[src/logic/ppoc_params.svh]
`ifndef PPOC_PARAMS_SVH
`define PPOC_PARAMS_SVH

// ==========================================================
// Register map
`define PPOC_ADDR_W 8
`define PPOC_DATA_W 8
`define PPOC_ADDR_PORT_POWER 8'he5
`define PPOC_ADDR_OC_INJECT 8'he6
`define PPOC_RESET_BYTE 8'h00

// ==========================================================
// Field layout: one bit per downstream port
`define PPOC_PORT_LO 1
`define PPOC_PORT_MID 2
`define PPOC_PORT_HI 3
`define PPOC_RSVD_HI_MSB 7
`define PPOC_RSVD_HI_LSB 4
`define PPOC_RSVD_LO 0
`define PPOC_RSVD_HI_ZERO 4'h0

`endif

[src/logic/ppoc_pkg.sv]
`include "ppoc_params.svh"

package ppoc_pkg;
  // Register byte and per-port vector types
  typedef logic [`PPOC_DATA_W-1:0] ppoc_byte_t;
  typedef logic [`PPOC_ADDR_W-1:0] ppoc_addr_t;
  typedef logic [`PPOC_PORT_HI:`PPOC_PORT_LO] ppoc_ports_t;
endpackage

[src/logic/ppoc_port_if.sv]
`timescale 1ns/1ns
`default_nettype none

// Signals between the register bank and one port slice
interface ppoc_port_if;
  logic host_req;
  logic charge_en;
  logic charge_req;
  logic oc_set;
  logic power_on;
  logic status_bit;
  logic oc_rise;

  modport bank (output host_req, output charge_en, output charge_req, output oc_set,
                input power_on, input status_bit, input oc_rise);
  modport slice (input host_req, input charge_en, input charge_req, input oc_set,
                 output power_on, output status_bit, output oc_rise);
endinterface

`default_nettype wire

[src/logic/ppoc_port_slice.sv]
`timescale 1ns/1ns
`default_nettype none

module ppoc_port_slice
  import ppoc_pkg::*;
(
  // Clock and reset
  input wire logic clk,
  input wire logic sys_rst,
  // Link to the register bank
  ppoc_port_if.slice pif
);

  logic power_reg;
  logic power_next;
  logic status_reg;
  logic status_next;
  logic oc_prev_reg;
  logic oc_prev_next;

  // ==========================================================
  // Port power and status
  // Next power, status and over-current edge
  always_comb
  begin
    power_next = (pif.host_req | (pif.charge_en & pif.charge_req)) & ~pif.oc_set;
    status_next = pif.host_req & ~pif.oc_set;
    oc_prev_next = pif.oc_set;
  end

  // Register stage
  always_ff @(posedge clk)
  begin
    if (sys_rst)
    begin
      power_reg <= 1'b0;
      status_reg <= 1'b0;
      oc_prev_reg <= 1'b0;
    end
    else
    begin
      power_reg <= power_next;
      status_reg <= status_next;
      oc_prev_reg <= oc_prev_next;
    end
  end

  // Outputs towards the bank
  assign pif.power_on = power_reg;
  assign pif.status_bit = status_reg;
  assign pif.oc_rise = pif.oc_set & ~oc_prev_reg; // Hub status change event
endmodule

`default_nettype wire

[src/logic/ppoc_regs.sv]
`timescale 1ns/1ns
`default_nettype none

module ppoc_regs
  import ppoc_pkg::*;
(
  // Clock and reset
  input wire logic clk,
  input wire logic sys_rst,
  // Register access from the configuration serial slave
  input wire ppoc_addr_t reg_addr,
  input wire logic reg_wr_en,
  input wire ppoc_byte_t reg_wdata,
  input wire logic reg_rd_en,
  output ppoc_byte_t reg_rdata,
  output logic reg_rd_valid,
  // Hub core power requests and charging control
  input wire ppoc_ports_t host_power_req,
  input wire ppoc_ports_t charge_enable,
  input wire ppoc_ports_t charge_power_req,
  // Port power and hub status reporting
  output ppoc_ports_t port_power_on,
  output ppoc_ports_t hub_overcurrent,
  output ppoc_ports_t overcurrent_change
);

  ppoc_ports_t oc_reg;
  ppoc_ports_t oc_next;
  ppoc_byte_t rdata_reg;
  ppoc_byte_t rdata_next;
  logic rd_valid_reg;
  logic rd_valid_next;
  ppoc_ports_t status_vec;
  ppoc_ports_t power_vec;
  ppoc_ports_t rise_vec;
  logic wr_oc;
  logic rd_pp;
  logic rd_oc;

  // ==========================================================
  // Address decode
  assign wr_oc = reg_wr_en && (reg_addr == `PPOC_ADDR_OC_INJECT);
  assign rd_pp = reg_rd_en && (reg_addr == `PPOC_ADDR_PORT_POWER);
  assign rd_oc = reg_rd_en && (reg_addr == `PPOC_ADDR_OC_INJECT);

  // ==========================================================
  // Over-current inject register
  // Bits 3:1 stored; reserved bits dropped and held at zero
  always_comb
  begin
    oc_next = oc_reg;
    if (wr_oc)
    begin
      oc_next = reg_wdata[`PPOC_PORT_HI:`PPOC_PORT_LO];
    end
  end

  // Register stage
  always_ff @(posedge clk)
  begin
    if (sys_rst)
    begin
      oc_reg <= '0;
    end
    else
    begin
      oc_reg <= oc_next;
    end
  end

  // ==========================================================
  // Read path
  // Read data one cycle after the strobe; unmapped reads zero
  always_comb
  begin
    rdata_next = rdata_reg;
    rd_valid_next = reg_rd_en;
    if (rd_pp)
    begin
      rdata_next = `PPOC_RESET_BYTE;
      rdata_next[`PPOC_PORT_HI:`PPOC_PORT_LO] = status_vec;
    end
    else if (rd_oc)
    begin
      rdata_next = `PPOC_RESET_BYTE;
      rdata_next[`PPOC_PORT_HI:`PPOC_PORT_LO] = oc_reg;
    end
    else if (reg_rd_en)
    begin
      rdata_next = `PPOC_RESET_BYTE;
    end
  end

  // Register stage
  always_ff @(posedge clk)
  begin
    if (sys_rst)
    begin
      rdata_reg <= `PPOC_RESET_BYTE;
      rd_valid_reg <= 1'b0;
    end
    else
    begin
      rdata_reg <= rdata_next;
      rd_valid_reg <= rd_valid_next;
    end
  end

  // ==========================================================
  // Per-port slices
  generate
    for (genvar i = `PPOC_PORT_LO; i <= `PPOC_PORT_HI; i++)
    begin : g_port
      ppoc_port_if pif ();
      assign pif.host_req = host_power_req[i];
      assign pif.charge_en = charge_enable[i];
      assign pif.charge_req = charge_power_req[i];
      assign pif.oc_set = oc_reg[i];
      assign status_vec[i] = pif.status_bit;
      assign power_vec[i] = pif.power_on;
      assign rise_vec[i] = pif.oc_rise;
      ppoc_port_slice u_slice (
        .clk(clk),
        .sys_rst(sys_rst),
        .pif(pif)
      );
    end
  endgenerate

  // ==========================================================
  // Outputs
  assign reg_rdata = rdata_reg;
  assign reg_rd_valid = rd_valid_reg;
  assign port_power_on = power_vec;
  assign hub_overcurrent = oc_reg;
  assign overcurrent_change = rise_vec;
endmodule

`default_nettype wire

[config.mk]
export PLATFORM = sky130hd
export DESIGN_NAME = ppoc_regs
export DESIGN_NICKNAME = d
export VERILOG_FILES = /design/src/logic/ppoc_pkg.sv /design/src/logic/ppoc_port_if.sv /design/src/logic/ppoc_port_slice.sv /design/src/logic/ppoc_regs.sv
export VERILOG_INCLUDE_DIRS = /design/src /design/src/logic
export SDC_FILE = /design/constraint.sdc
export NUM_CORES = 1
export LEC_CHECK = 0
export BUFFER_PORTS_ARGS = -buffer_cell sky130_fd_sc_hd__buf_2
export CORE_AREA = 2 2 47 49
export DETAILED_ROUTE_END_ITERATION = 6
export DIE_AREA = 0 0 49 51
export PLACE_DENSITY = 0.8
export SLEW_MARGIN = 0
export SYNTH_ARGS = -nofsm -noshare
export SYNTH_HDL_FRONTEND = slang
export SYNTH_SLANG_ARGS = --single-unit
[constraint.sdc]
create_clock -name clk -period 2.5 [get_ports clk]
set_input_delay 0.25 -clock clk [delete_from_list [all_inputs] [get_ports clk]]
set_output_delay 0.25 -clock clk [all_outputs]
set_load 0.1 [all_outputs]
; ---- Word level (Yosys, flattened, before mapping)
; Index checks and enable logic that the tools add are counted.
[totals]
regBits = 16
in_bits = 29
output_inout_bits = 18
elab_cells = 42
[classes]
n_eq_ne = 2
muxes = 3
n_bitwise = 21
n_reduce_logical = 4
[ops]
columns = operator, n
row1 = $eq 8x8->1 const B, 2
row2 = $and 1x1->1, 12
row3 = $mux 4, 3
row4 = $not 1->1, 6
row5 = $logic_and 1x1->1, 3
row6 = $or 1x1->1, 3
row7 = $reduce_bool 3->1, 1

; ---- Longest topological paths before layout
[logic_depth]
ltp_word = 4
depth_mapped = 3
mapped_depth_nobuf = 3

; ---- Hierarchy
; From an unflattened synthesis, not the netlist that was laid out.
[hier_totals]
hier_cells = 74
area_unflattened_um2 = 752.0
[by_module_without_submodules]
columns = module, n_inst, cells_each, area_each_um2, seq_area_each_um2
row1 = ppoc_regs, 1, 50, 466.7, 140.1
row2 = ppoc_port_slice, 3, 8, 95.1, 60.1

; ---- Worst setup path before layout
; Ideal clock, no wire load.
[synth_path]
path_kind = register -> register
start = register, netlist name reg_rdata[1]
end = register rdata_reg[1], in the netlist reg_rdata[1]
t_arrival_ps = 1159
required_time_ps = 2429
slack_ps = 1270
path_stages_with_launch = 3
path_buffers = 0
period_less_slack_ps = 1230
path_cell_list = dfxtp_1 -> nand2b_1 -> a21oi_1
[synth_lines]
columns = item, line
row1 = "end signal, assigned", ppoc_regs.sv:99  ; rdata_reg <= `PPOC_RESET_BYTE;
row2 = "end signal, assigned", ppoc_regs.sv:104  ; rdata_reg <= rdata_next;
row3 = "end, declared", ppoc_regs.sv:29  ; ppoc_byte_t rdata_reg;

; ---- Final worst setup path
[layout_path]
start = register oc_reg[0], in the netlist hub_overcurrent[0]
end = output port overcurrent_change[0]
[layout_between]
elab_chain_len = 1
[layout_lines]
columns = item, line
row1 = "start, declared", ppoc_regs.sv:27  ; ppoc_ports_t oc_reg;
row2 = "start signal, assigned", ppoc_regs.sv:67  ; oc_reg <= oc_next;
row3 = $and 1x1->1, ppoc_port_slice.sv:51  ; assign pif.oc_rise = pif.oc_set & ~oc_prev_reg;
row4 = "end, declared", ppoc_regs.sv:24  ; output ppoc_ports_t overcurrent_change
; No other way between the ends.

==> impl_metrics.csv <==
group,metric,value,unit
outcome,outcome,"completed",
place,globalplace.congestion,0.631,
critical_path,cp_num_buf_inv,1,
sta,finClkSkew,1.22,ps
flow_run,timing.max_cap.violations,0,
power_and_ir_drop,peakVddDrop,0.252,mV
critical_path,crit_path_top_delay_cell,"sky130_fd_sc_hd__dfxtp_1",
routing,drt-wirelength-per-cell,10.2,microns
routing,dr.pass1.iters,4,
cts,clock_sink_count,16,
finish,most_frequent_cells_in_the_layout,"sky130_fd_sc_hd__buf_2 (36), sky130_fd_sc_hd__dfxtp_1 (16), sky130_fd_sc_hd__nor2b_1 (11)",
floorplan,die_w,49,microns
sta,setup-tns-final,0,ps
floorplan,effective_utilization_at_floorplan,35.9,%
synth,yosysTopAreaCell,"sky130_fd_sc_hd__dfxtp_1",
critical_path,critical_path.startpoint_type,"register",
sta,grt_setup_unrepaired,"no",
cts,clk_path_buf_depth,2,
cts,clock_tree.htree_level_count,1,
synth,yosys_warnings,0,
floorplan,die_area,2500,sq um
cts,post_cts_resize_count,0,
place,hpwlAfterDp,1050,microns
finish,stdcell_count,130,
global_route,maximum_number_of_pins_on_one_net_before_global_route_repair,17,
critical_path,worstPathMaxFanout,6,
synth,synth-seq-area-share,43.2,%
synth,netlist_area,741,sq um
sta,finalMaxSlewViolations,0,
global_route,first_global_vias,537,
global_route,grt_pass1_wl,2170,microns
synth,synth_cells,73,
hold_path,worstHoldPathType,"in -> reg",
synth,synth_cell_type_count,15,
routing,routed-via-count,570,
critical_path,worst_setup_path_end_kind,"output port",
global_route,grt_antenna_before_repair,0,
sta,layout_worst_path_cycle_share,61.2,%
sta,report.final.hold_viol_count,0,
floorplan,floorplan.core_area,2060,sq um
critical_path,crit_family,"flip-flops",
cts,cts_setup_buffers,0,
finish,nNetsFinal,132,
floorplan,std_cell_rows,17,
cts,cts_made_buffers,3,
power_and_ir_drop,power_leakage,0.000456,uW
critical_path,timing.setup.critical_path_class,"reg -> out",
routing,antenna_violating_nets_post_route,0,
cts,cts.root.buffer_cell,"sky130_fd_sc_hd__clkbuf_4",
synth,syn_area_per_cell,10.1,sq um
finish,insertedDiodeCount,0,
critical_path,timing.critical_path.from,"hub_overcurrent[0]$_SDFFE_PP0P_",
critical_path,worst_ep_arrival_time,1280,ps
synth,yosys.area.top_type_share,43.2,%
cts,holdBufCountCts,0,
synth,ys_top_cells_by_area,"sky130_fd_sc_hd__dfxtp_1 (43%), sky130_fd_sc_hd__buf_4 (14%), sky130_fd_sc_hd__nor2b_1 (9.3%)",
cts,clk_pin_slew_worst_paths,90,ps
global_route,total_gr_overflow,0,
routing,drc_errors,0,
routing,postRouteWirelength,1330,microns
critical_path,required_time_reported_for_the_critical_path_endpoint,2250,ps
place,numPlacedInstances,126,
cts,tritoncts,"built",
finish,post_route_cells_drive_above_1_share,43.1,%
power_and_ir_drop,pwr_density_cell,592,nW/um^2
finish,layout.cells.most_common,"sky130_fd_sc_hd__buf_2",
global_route,grtUsageTotal,11.2,%
critical_path,crit_chain,"nor2b_1 > buf_2",
synth,yosys_register_bits,16,
hold_path,hold_start,"host_power_req[1]",
floorplan,die_height,51,microns
critical_path,critical-path-max-stage-delay,430,ps
routing,drt_iter0_markers,7,
floorplan,ioPinCount,47,
sta,achievable-frequency,654,MHz
sta,min_period,1530,ps
sta,setup-violations-final,0,
place,portBuffers,36,
cts,insertion_delay,270,ps
finish,syn2layout_area_growth,21.3,%
routing,via_per_inst,4.38,
critical_path,rr_startpoint,"hub_overcurrent[0]$_SDFFE_PP0P_",
==> Yosys cell counts (all sizes together) <==
cell type	n
nand2b	3
mux2	3
o2111ai	3
conb	1
nor3	3
and3b	6
and4b	1
clkbuf	1
a21oi	6
buf	14
nor2b	11
and2b	1
nor3b	3
dfxtp	16
and4	1
==> area by class of cell <==
| class | count | area, sq um |
|---|---|---|
| Fill cell | 212 | 1160 |
| Multi-Input combinational cell | 46 | 327 |
| Sequential cell | 16 | 320 |
| Tap cell | 28 | 35.0 |
| Timing Repair Buffer | 36 | 180 |
| Clock buffer | 4 | 36.3 |
==> per-stage QoR <==
| stage | util (%) | power, uW | setup WS [ps] | area [sq um] | hold slack, ps |
|---|---|---|---|---|---|
| after floorplan | - | 357 | 1270 | 756 | 333 |
| after global placement | 41.8 | 372 | 1160 | 862 | 456 |
| after detailed placement | 41.8 | 374 | 1140 | 862 | 464 |
| after CTS | 43.5 | 536 | 951 | 898 | 237 |
| after global routing | 43.5 | 553 | 906 | 898 | 235 |
| final | 43.5 | 532 | 971 | 898 | 238 |
==> where the power goes <==
| group | leakage (uW) | internal [uW] | total (uW) | switching [uW] |
|---|---|---|---|---|
| Clock | 0.0000210 | 88.5 | 164 | 75.8 |
| Combinational | 0.000304 | 24.0 | 105 | 80.9 |
| Sequential | 0.000131 | 261 | 263 | 1.42 |
| Total | 0.000456 | 374 | 532 | 158 |
==> worst register-to-register path, delay by kind of cell (launching register included) <==
family,cells,cell delay [ps]
compound gates,2,270
simple gates,1,190
flops,1,430
==> per-layer routing <==
| metal | up-vias | GRT usage (%) | share of wire (%) |
|---|---|---|---|
| li1 | 292 | - | - |
| met1 | 254 | 13.5 | 43 |
| met2 | 22 | 19.2 | 51 |
| met3 | 2 | 1.17 | 5.7 |
| met4 | 0 | 7.14 | 0.91 |
| met5 | - | 0 | 0 |
==> cells by family (layout without fill, tap and decap cells) <==
kind of cell / count (synthesis) / count (layout) / synth area share, %
buffers and inverters: 15 / 40 / 14.7
other: 1 / 5 / 0.506
AOI/OAI and AO/OA: 9 / 9 / 7.60
muxes: 3 / 3 / 6.08
DFF: 16 / 16 / 43.2
and+or+nand+nor: 29 / 29 / 27.9
==> path summary, 6_finish.rpt <==
kind,to,slack (ps),cells after the start
worst max-delay path,overcurrent_change[0],970,2
worst max register to register,reg_rdata[1]$_SDFFE_PP0P_,1550,3
worst min-delay path,g_port[2].u_slice.pif.status_bit$_SDFF_PP0_,240,2
worst min register to register,reg_rdata[3]$_SDFFE_PP0P_,480,2
No activity file was read; power rests on OpenSTA's default activity.
